<file path="src/hdl/cor_pkg.sv">
// Purpose: Shared constants and types for the clock output configuration registers.
// Assumes: Byte-wide registers addressed by an 8-bit register index.
// Notes: Offsets are the register indices used by the serial management engine.
package cor_pkg;

    // ****************************************************************
    // Register offsets
    // ****************************************************************
    localparam logic [7:0] OFS_STRENGTH_RETUNE = 8'h14;
    localparam logic [7:0] OFS_SLEW_RATE = 8'h15;
    localparam logic [7:0] OFS_SOURCE_SYNC = 8'h16;
    localparam logic [7:0] OFS_PROC_DIV = 8'h1c;
    localparam logic [7:0] OFS_PCIE_DIV = 8'h1d;

    // ****************************************************************
    // Reset values and write masks
    // ****************************************************************
    localparam logic [7:0] RST_STRENGTH_RETUNE = 8'h00;
    localparam logic [7:0] RST_SLEW_RATE = 8'h74;
    localparam logic [7:0] RST_SOURCE_SYNC = 8'h00;
    localparam logic [7:0] RST_PROC_DIV = 8'h00;
    localparam logic [7:0] RST_PCIE_DIV = 8'h00;
    // Bit 5 of the strength register is read-only and reads as zero.
    localparam logic [7:0] MASK_STRENGTH_RETUNE = 8'hdf;

    // ****************************************************************
    // Field positions
    // ****************************************************************
    localparam int BIT_USB_STRENGTH = 7;
    localparam int BIT_BYPASS_RETUNE = 2;
    localparam int BIT_USB_SLEW_HI = 7;
    localparam int BIT_USB_SLEW_LO = 6;
    localparam int BIT_REF_SLEW_HI = 5;
    localparam int BIT_REF_SLEW_LO = 4;
    localparam int BIT_SATA_SOURCE = 7;
    localparam int BIT_DIV_HI = 2;
    localparam int BIT_DIV_LO = 0;

    // ****************************************************************
    // Types
    // ****************************************************************
    typedef struct packed {
        logic wrEn;
        logic rdEn;
        logic [7:0] addr;
        logic [7:0] wrData;
    } cor_req_t;

    typedef struct packed {
        logic rdValid;
        logic [7:0] rdData;
    } cor_rsp_t;

    typedef struct packed {
        logic usbClockDriveStrength;
        logic bypassRetuneSequence;
        logic [1:0] usbClockSlewField;
        logic [1:0] refClockSlewField;
        logic serialAtaClockSourceSelect;
        logic [3:0] processorRatio;
        logic processorRatioValid;
        logic [3:0] pcieRatio;
        logic pcieRatioValid;
    } cor_cfg_t;

endpackage

</file>
<file path="src/hdl/cor_config_regs.sv">
// Purpose: Upper output configuration registers of a clock synthesizer.
// Assumes: A serial management engine on ref_clk presents decoded byte accesses.
// Notes: Divider codes are decoded to plain ratios; reserved codes flag invalid.
//        A write lands on the edge that takes it; a read answer is registered on that same edge.
//
// Overview of operation
// - Bit 2 set skips retune sequence.
// - Bit 7 picks serial-ATA clock PLL source.
// - Processor divider codes map to ratios 2..12.
// - PCI Express divider codes map to 4..10.
`timescale 1ns/100ps

module cor_config_regs (
    // Clock and reset.
    input wire logic ref_clk,
    input wire logic reset,
    // Byte access from the serial engine.
    input wire cor_pkg::cor_req_t req,
    output cor_pkg::cor_rsp_t rsp,
    // Configuration to the clock generation logic.
    output cor_pkg::cor_cfg_t cfg
);
    import cor_pkg::*;

    // ****************************************************************
    // Storage and decode
    // ****************************************************************
    logic [7:0] strengthReg;
    logic [7:0] slewReg;
    logic [7:0] syncReg;
    logic [7:0] procDivReg;
    logic [7:0] pcieDivReg;
    logic [7:0] next_rdData;
    logic [2:0] procCode;
    logic [2:0] pcieCode;
    logic [3:0] procRatio;
    logic [3:0] pcieRatio;

    // Address decode is shared by writes and reads.
    wire hitStrength = (req.addr == OFS_STRENGTH_RETUNE);
    wire hitSlew = (req.addr == OFS_SLEW_RATE);
    wire hitSync = (req.addr == OFS_SOURCE_SYNC);
    wire hitProc = (req.addr == OFS_PROC_DIV);
    wire hitPcie = (req.addr == OFS_PCIE_DIV);

    // Read selection; unmapped indices read as zero.
    assign next_rdData = hitStrength ? (strengthReg & MASK_STRENGTH_RETUNE) :
                         hitSlew ? slewReg :
                         hitSync ? syncReg :
                         hitProc ? procDivReg :
                         hitPcie ? pcieDivReg : 8'h00;

    // All eight bits are stored, except bit 5 of the strength register, so software sees back what it wrote.
    // A combined write and read returns the old byte, as the read selects before the edge.
    always_ff @(posedge ref_clk or posedge reset) begin
        if (reset) begin
            strengthReg <= RST_STRENGTH_RETUNE;
            slewReg <= RST_SLEW_RATE;
            syncReg <= RST_SOURCE_SYNC;
            procDivReg <= RST_PROC_DIV;
            pcieDivReg <= RST_PCIE_DIV;
        end else if (req.wrEn) begin
            if (hitStrength) strengthReg <= req.wrData & MASK_STRENGTH_RETUNE;
            if (hitSlew) slewReg <= req.wrData;
            if (hitSync) syncReg <= req.wrData;
            if (hitProc) procDivReg <= req.wrData;
            if (hitPcie) pcieDivReg <= req.wrData;
        end
    end

    // Read data is registered, so it is stable for the whole next cycle.
    // Read data loads only on a read, so it keeps the last answer between reads.
    always_ff @(posedge ref_clk or posedge reset) begin
        if (reset) begin
            rsp <= '0;
        end else begin
            rsp.rdValid <= req.rdEn;
            if (req.rdEn) rsp.rdData <= next_rdData;
        end
    end

    // ****************************************************************
    // Divider ratio decode
    // ****************************************************************
    assign procCode = procDivReg[BIT_DIV_HI:BIT_DIV_LO];
    assign pcieCode = pcieDivReg[BIT_DIV_HI:BIT_DIV_LO];

    // Reserved codes give ratio zero rather than guessing at a divide value.
    // Downstream logic must test the valid flag before it trusts a ratio.
    always_comb begin
        unique case (procCode)
            3'h0: procRatio = 4'h2;
            3'h1: procRatio = 4'h3;
            3'h2: procRatio = 4'h4;
            3'h3: procRatio = 4'h6;
            3'h4: procRatio = 4'h8;
            3'h5: procRatio = 4'hc;
            default: procRatio = 4'h0;
        endcase
    end

    always_comb begin
        unique case (pcieCode)
            3'h0: pcieRatio = 4'h4;
            3'h1: pcieRatio = 4'h5;
            3'h2: pcieRatio = 4'h8;
            3'h3: pcieRatio = 4'ha;
            default: pcieRatio = 4'h0;
        endcase
    end

    // Bit and slew fields are straight taps of the stored registers; ratios and valid flags come from the decode.
    assign cfg.usbClockDriveStrength = strengthReg[BIT_USB_STRENGTH];
    assign cfg.bypassRetuneSequence = strengthReg[BIT_BYPASS_RETUNE];
    assign cfg.usbClockSlewField = slewReg[BIT_USB_SLEW_HI:BIT_USB_SLEW_LO];
    assign cfg.refClockSlewField = slewReg[BIT_REF_SLEW_HI:BIT_REF_SLEW_LO];
    assign cfg.serialAtaClockSourceSelect = syncReg[BIT_SATA_SOURCE];
    assign cfg.processorRatio = procRatio;
    assign cfg.processorRatioValid = (procRatio != 4'h0);
    assign cfg.pcieRatio = pcieRatio;
    assign cfg.pcieRatioValid = (pcieRatio != 4'h0);

    // ****************************************************************
    // Assertions
    // ****************************************************************
    // Each write must reach its configuration output on the very next edge.
    a_retune_bypass_write: assert property (
        @(posedge ref_clk) disable iff (reset)
        (req.wrEn && req.addr == OFS_STRENGTH_RETUNE)
            |=> cfg.bypassRetuneSequence == $past(req.wrData[2]))
        else $error("Retune bypass did not follow the write.");

    a_sata_source_write: assert property (
        @(posedge ref_clk) disable iff (reset)
        (req.wrEn && req.addr == OFS_SOURCE_SYNC)
            |=> cfg.serialAtaClockSourceSelect == $past(req.wrData[7]))
        else $error("Serial-ATA source select did not follow the write.");

    a_proc_ratio_map: assert property (
        @(posedge ref_clk) disable iff (reset)
        (req.wrEn && req.addr == OFS_PROC_DIV && req.wrData[2:0] == 3'h5)
            |=> cfg.processorRatio == 4'hc && cfg.processorRatioValid)
        else $error("Processor code 5 did not give a ratio of twelve.");

    a_pcie_ratio_map: assert property (
        @(posedge ref_clk) disable iff (reset)
        (req.wrEn && req.addr == OFS_PCIE_DIV && req.wrData[2:0] == 3'h3)
            |=> cfg.pcieRatio == 4'ha && cfg.pcieRatioValid)
        else $error("PCI Express code 3 did not give a ratio of ten.");

    // A write followed at once by a read of the processor divider byte must return the byte intact.
    a_reserved_readback: assert property (
        @(posedge ref_clk) disable iff (reset)
        (req.wrEn && req.addr == OFS_PROC_DIV)
            ##1 (req.rdEn && !req.wrEn && req.addr == OFS_PROC_DIV)
            |=> rsp.rdValid && rsp.rdData == $past(req.wrData, 2))
        else $error("Processor divider byte did not read back as written.");

    a_reserved_code_flag: assert property (
        @(posedge ref_clk) disable iff (reset)
        (req.wrEn && req.addr == OFS_PCIE_DIV && req.wrData[2])
            |=> !cfg.pcieRatioValid && cfg.pcieRatio == 4'h0)
        else $error("Reserved PCI Express code was not flagged.");

    // Reset values are checked from the second edge of reset on, since the first edge
    // may meet registers that the asynchronous reset has not yet reached.
    a_retune_reset_clear: assert property (
        @(posedge ref_clk)
        (reset ##1 reset)
            |-> !cfg.bypassRetuneSequence)
        else $error("Retune bypass was not cleared by reset.");

    a_sata_reset_clear: assert property (
        @(posedge ref_clk)
        (reset ##1 reset)
            |-> !cfg.serialAtaClockSourceSelect)
        else $error("Serial-ATA source select was not cleared by reset.");

    // Only a write to the owning byte may move a setting; a stray change would
    // retune a clock that is already running.
    a_retune_bypass_hold: assert property (
        @(posedge ref_clk) disable iff (reset)
        !(req.wrEn && req.addr == OFS_STRENGTH_RETUNE)
            |=> $stable(cfg.bypassRetuneSequence))
        else $error("Retune bypass moved without a write.");

    a_sata_source_hold: assert property (
        @(posedge ref_clk) disable iff (reset)
        !(req.wrEn && req.addr == OFS_SOURCE_SYNC)
            |=> $stable(cfg.serialAtaClockSourceSelect))
        else $error("Serial-ATA source select moved without a write.");

    a_proc_ratio_hold: assert property (
        @(posedge ref_clk) disable iff (reset)
        !(req.wrEn && req.addr == OFS_PROC_DIV)
            |=> $stable(cfg.processorRatio))
        else $error("Processor ratio moved without a write.");

    a_pcie_ratio_hold: assert property (
        @(posedge ref_clk) disable iff (reset)
        !(req.wrEn && req.addr == OFS_PCIE_DIV)
            |=> $stable(cfg.pcieRatio))
        else $error("PCI Express ratio moved without a write.");

    // The lowest code of each divider must give the smallest ratio of its table.
    a_proc_ratio_low: assert property (
        @(posedge ref_clk) disable iff (reset)
        (req.wrEn && req.addr == OFS_PROC_DIV && req.wrData[2:0] == 3'h0)
            |=> cfg.processorRatio == 4'h2 && cfg.processorRatioValid)
        else $error("Processor code 0 did not give a ratio of two.");

    a_pcie_ratio_low: assert property (
        @(posedge ref_clk) disable iff (reset)
        (req.wrEn && req.addr == OFS_PCIE_DIV && req.wrData[2:0] == 3'h0)
            |=> cfg.pcieRatio == 4'h4 && cfg.pcieRatioValid)
        else $error("PCI Express code 0 did not give a ratio of four.");

    // Processor codes six and seven have no ratio, so the output must say so.
    a_proc_reserved_flag: assert property (
        @(posedge ref_clk) disable iff (reset)
        (req.wrEn && req.addr == OFS_PROC_DIV && req.wrData[2:1] == 2'h3)
            |=> !cfg.processorRatioValid && cfg.processorRatio == 4'h0)
        else $error("Reserved processor code was not flagged.");

    // Every read gives exactly one valid pulse, on the following edge.
    a_read_valid_pulse: assert property (
        @(posedge ref_clk) disable iff (reset)
        1'h1
            |=> rsp.rdValid == $past(req.rdEn))
        else $error("Read valid did not follow the read strobe.");

endmodule // cor_config_regs

</file>
<file path="config.mk">
export PLATFORM = sky130hd
export DESIGN_NAME = cor_config_regs
export DESIGN_NICKNAME = d
export VERILOG_FILES = /design/src/hdl/cor_pkg.sv /design/src/hdl/cor_config_regs.sv
export SDC_FILE = /design/constraint.sdc
export NUM_CORES = 1
export LEC_CHECK = 0
export ABC_AREA = 0
export ABC_CLOCK_PERIOD_IN_PS = 3900
export BUFFER_PORTS_ARGS = -buffer_cell sky130_fd_sc_hd__buf_2
export CORE_AREA = 2 2 55 108
export CTS_BUF_LIST = sky130_fd_sc_hd__clkbuf_16
export DETAILED_ROUTE_END_ITERATION = 7
export DIE_AREA = 0 0 57 110
export PLACE_DENSITY = 0.72
export SLEW_MARGIN = 20
export SYNTH_ARGS = -nofsm -noshare
export SYNTH_HDL_FRONTEND = slang
export SYNTH_SLANG_ARGS = --single-unit
export TNS_END_PERCENT = 20
</file>
<file path="constraint.sdc">
create_clock -name ref_clk -period 3.9 [get_ports ref_clk]
set_input_delay 0.195 -clock ref_clk [delete_from_list [all_inputs] [get_ports ref_clk]]
set_output_delay 0.195 -clock ref_clk [all_outputs]
set_load 0.005 [all_outputs]
</file>
After elaboration in Yosys (flattened, before gate mapping)

Index checks and enable logic that the tools add are counted.
W data, S select, Z words.

Mux-type cells: 7
Shift operators: 0
Equality and inequality tests: 13
Bitwise logic cells: 0
Divide/modulo/power cells: 0
Add/sub/neg operators: 0
$mul: 0
Magnitude comparators: 0
Reductions and logical operators: 9

Operators by type and width:

| operator             | number |
|---|---|
| $eq A8 B5 Y1 const B | 5 |
| $mux W8              | 5 |
| $pmux W4 S6          | 1 |
| $pmux W4 S4          | 1 |
| $eq A3 B2 Y1 const B | 4 |
| $reduce_and A2 Y1    | 5 |
| $reduce_bool A4 Y1   | 2 |
| $eq A3 B1 Y1 const B | 2 |
| $eq A3 B3 Y1 const B | 2 |
| $logic_not A3 Y1     | 2 |

Memory bits (writable): 0
ROM bits: 0
Memories: 0
Bits in latches: 0
Bits in registers: 48
Logic and storage cells: 36
Output and inout port bits: 26
Bits of input ports: 20

Depth between registers and ports, before layout

Word-level depth: 6
Mapped depth: 7

Worst setup path after synthesis

OpenSTA, ideal clock, no wires.

Path type: input to register
Start: input req[8] (netlist name)
End: register syncReg[0]
Cell stages on the path: 5
Required time: 3.775 ns
Arrival time: 1.408 ns
Slack: 2.367 ns
Cells stage by stage: buf_2 nor3b_2 and4_1 buf_4 mux2_2

Word-level cells in the longest chain between the ends: 2

RTL lines:

| item                        | line                  | RTL |
|---|---|---|
| start, declared             | cor_config_regs.sv:18 | `input wire cor_pkg::cor_req_t req,` |
| $eq A8 B5 Y1                | cor_config_regs.sv:42 | `wire hitSync = (req.addr == OFS_SOURCE_SYNC);` |
| $reduce_and A2 Y1 (no line) | --                    |  |
| end signal, assigned        | cor_config_regs.sv:65 | `if (hitSync) syncReg <= req.wrData;` |
| end, declared               | cor_config_regs.sv:30 | `logic [7:0] syncReg;` |

Every way passes these cells.
A chain may end at the register's enable or synchronous reset.

Final worst setup path

Start: input req[8] (netlist name)
End: register pcieDivReg[3]

Word-level cells in the longest chain between the ends: 2

RTL lines:

| item                        | line                  | RTL |
|---|---|---|
| $eq A8 B5 Y1                | cor_config_regs.sv:44 | `wire hitPcie = (req.addr == OFS_PCIE_DIV);` |
| $reduce_and A2 Y1 (no line) | --                    |  |
| end signal, assigned        | cor_config_regs.sv:67 | `if (hitPcie) pcieDivReg <= req.wrData;` |
| end, declared               | cor_config_regs.sv:32 | `logic [7:0] pcieDivReg;` |

Every way passes these cells.

==> metrics.txt <==
status=finished clean; via count=1,588; wire per inst=18.5 um; Post-CTS Setup Bufs=0; area delta synth->final=14.5%; Chip Width=57 um; Post-Route WL=5150 um; gpl congestion=0.886; worst path required time=4.07 ns; Worst setup EP type=flip-flop; Cell Area, Synth=0.00233 mm^2; Max-Cap Viols=0; pwr dens=385 mW/mm^2; Slew headroom=46.2%; Max Fclk=544 MHz; sequential power share=52.0%; Worst setup endpoint=pcieDivReg[3]$_DFFE_PP0P_; Initial DRT Pass Iterations=4; syn_area_per_cell=12.9 um^2; Critical Path Fanout Max=17; FF-to-FF path depth=4; crit path launch=req[8]; Worst VDD drop=258 uV; crit-path max cell delay=0.53 ns; crit path buf inv count=1; Diodes inserted=0; Worst path top cell family by delay=simple AND/OR/NAND/NOR gates; Pleak=1.32 nW; Final setup viols=0; nets=237; Synth Register Bits=48; dominant synthesized flop cell=dfrtp_1; core box area=0.00542 mm^2; Yosys Warn Count=0; crit share post-route=47.1%; pin count of the biggest net entering global routing=49; skew final=0.00343 ns; DR vias/cell=5.71; r2r startpoint=pcieDivReg[1]$_DFFE_PP0P_; Netlist cell types=38; part of the power in the clock network=39.3%; clock buffer depth=2; R2R Path End=rsp[1]$_DFFE_PP0P_; # H-tree levels=2; Post-synth EDFFs=0; # rows=38; crit path DAT=2.01 ns; Crit Path Class=input pin to flip-flop; Min-Delay Path Class=input pin to async pin; power consumption=0.00103 W; initial antenna violation count=0; fin crit period=1.84 ns; Async S/R FF share, synth=100%; number of hold buffers added after cts=0; HPWL Detailed=3890 um; Gate power share=8.7%; I/O pin count=46; clk_lat worst skew=0.29 ns; cell depth of the worst setup path=5; Int Power=0.000793 W; Slew Limit Fails=0; Die ar.=0.00627 mm^2; first-pass GRT wire length=8430 um; cells after synthesis=180; Synth Net Count=200; Initial Util=43.0%; DRC viols=0; Worst setup SP type=input pin; sequential area share after synthesis=51.7%; worst path cell trace=buf_2 -> nor2b_1 -> nand4_1 -> or2_1 -> mux2_4; Num Clock Sinks=48; Sw Share=22.9%; CTS buffer count=5; GRT Total Usage=17.8%; Final ANT Viol Nets=0; Remaining Overflow, GRT=0; root buffer cell=clkbuf_16; DRT iter0 DRCs=47; clock tree from TritonCTS=yes; slew at the pin closest to its max-slew limit=0.806 ns; Die Height=110 um; layout cells sized above 1=45.9%; R2R Setup Slk=2.47 ns; Clock transition at path regs=0.06 ns; Port Buffer Count=45; Hold Vio Cnt, Final=0; Fin Setup TNS=0 ns; post-CTS sizing=0; RSZ-0062 raised after global routing=false; vias in the first global route=1,624; sw power=0.000235 W; Crit-path slowest cell=nor2b_1
==> per-stage QoR <==
step                      instance area (um^2)  instances  hold WS [ns]  setup slack [ns]  util (%)
after floorplan                           2330        180         0.226              2.37         -
after global placement                    2530        270         0.375              1.84      46.7
after detailed placement                  2530        270         0.379              1.79      46.7
after CTS                                 2670        278        0.0850              2.08      49.2
after global routing                      2670        278        0.0874              1.91      49.3
final                                     2670        278        0.0337              2.06      49.3
==> power by group through the flow <==
stage / combinational, W / sequential, W / clock, W
global placement: 0.0000872 / 0.000543 / 0
floorplan: 0.0000588 / 0.000538 / 0
detailed placement: 0.0000900 / 0.000544 / 0
CTS: 0.0000902 / 0.000535 / 0.000413
global route: 0.0000989 / 0.000537 / 0.000437
finish: 0.0000893 / 0.000535 / 0.000404
==> cells by family after synthesis <==
group	Yosys count	share of synthesized area, %
flip-flops	48	51.7
AND/OR/NAND/NOR	44	12.5
multiplexers	40	20.6
AO/OA/AOI/OAI	27	9.88
buffers and inverters	21	5.31
==> Yosys cell counts, types with 2 or more instances <==
cell      instances  area (um^2)
clkbuf_1          2         7.51
dfrtp_1          44         1100
a21oi_1           2         10.0
buf_4             9         67.6
a32oi_1           3         26.3
inv_1             6         22.5
nor2b_1           3         18.8
nor4bb_1          4         40.0
nand2_1          11         41.3
mux2_4            8          120
buf_2             3         15.0
a221oi_1          7         61.3
dfstp_2           4          105
nor2_1            2         7.51
a211oi_1          4         30.0
mux2_2           31          349
a221o_1           7         70.1
nand2b_1          7         43.8
nand3_1           4         20.0
==> state kept, by name, summed over array words and instances, names as in the netlist <==
register / flops
procDivReg: 8
syncReg: 8
slewReg: 8
pcieDivReg: 8
rsp: 9
strengthReg: 7
==> worst min path at each step <==
stage	start	endpoint	slack [ns]	depth (start not counted)
after floorplan	req[16]	rsp[8]$_DFF_PP0_	0.23	0
after global placement	req[16]	rsp[8]$_DFF_PP0_	0.38	1
after detailed placement	req[16]	rsp[8]$_DFF_PP0_	0.38	1
after CTS	req[16]	rsp[8]$_DFF_PP0_	0.09	1
after global routing	req[16]	rsp[8]$_DFF_PP0_	0.09	1
final	reset	rsp[0]$_DFFE_PP0P_	0.03	2
==> routing by layer <==
| layer | global-route usage (%) | up-vias | share of wire [%] |
|---|---|---|---|
| met5 | 0 | - | 0 |
| met4 | 7.31 | 0 | 2.0 |
| met3 | 3.27 | 7 | 4.2 |
| met2 | 33.1 | 51 | 55 |
| met1 | 19.5 | 789 | 39 |
| li1 | - | 741 | - |
==> worst reg2reg max path, cell delays in order, from the launching register on <==
cell and delay, ns:
dfrtp_1 0.43, nand2b_1 0.17, a221oi_1 0.34, a211oi_1 0.11, a221o_1 0.27
==> cell usage in the layout, fill, tap and decap left out, drive strengths merged, types with 3 or more instances in the layout <==
cell,n
clkbuf,5
nand2,11
nor4bb,4
a211oi,4
dfrtp,44
a32oi,3
nor2b,3
buf,45
nand3,4
nand2b,7
nor2,3
dfstp,4
clkinv,4
a221oi,7
inv,5
a221o,7
mux2,39
==> cell type report <==
type | instances | area [um^2]
Clock buffer | 5 | 125
Clock inverter | 3 | 13.8
Fill cell | 518 | 2750
Inverter | 6 | 23.8
Multi-Input combinational cell | 111 | 1000
Sequential cell | 48 | 1210
Tap cell | 60 | 75.1
Timing Repair Buffer | 45 | 225
(Power assumes the default switching activity.)
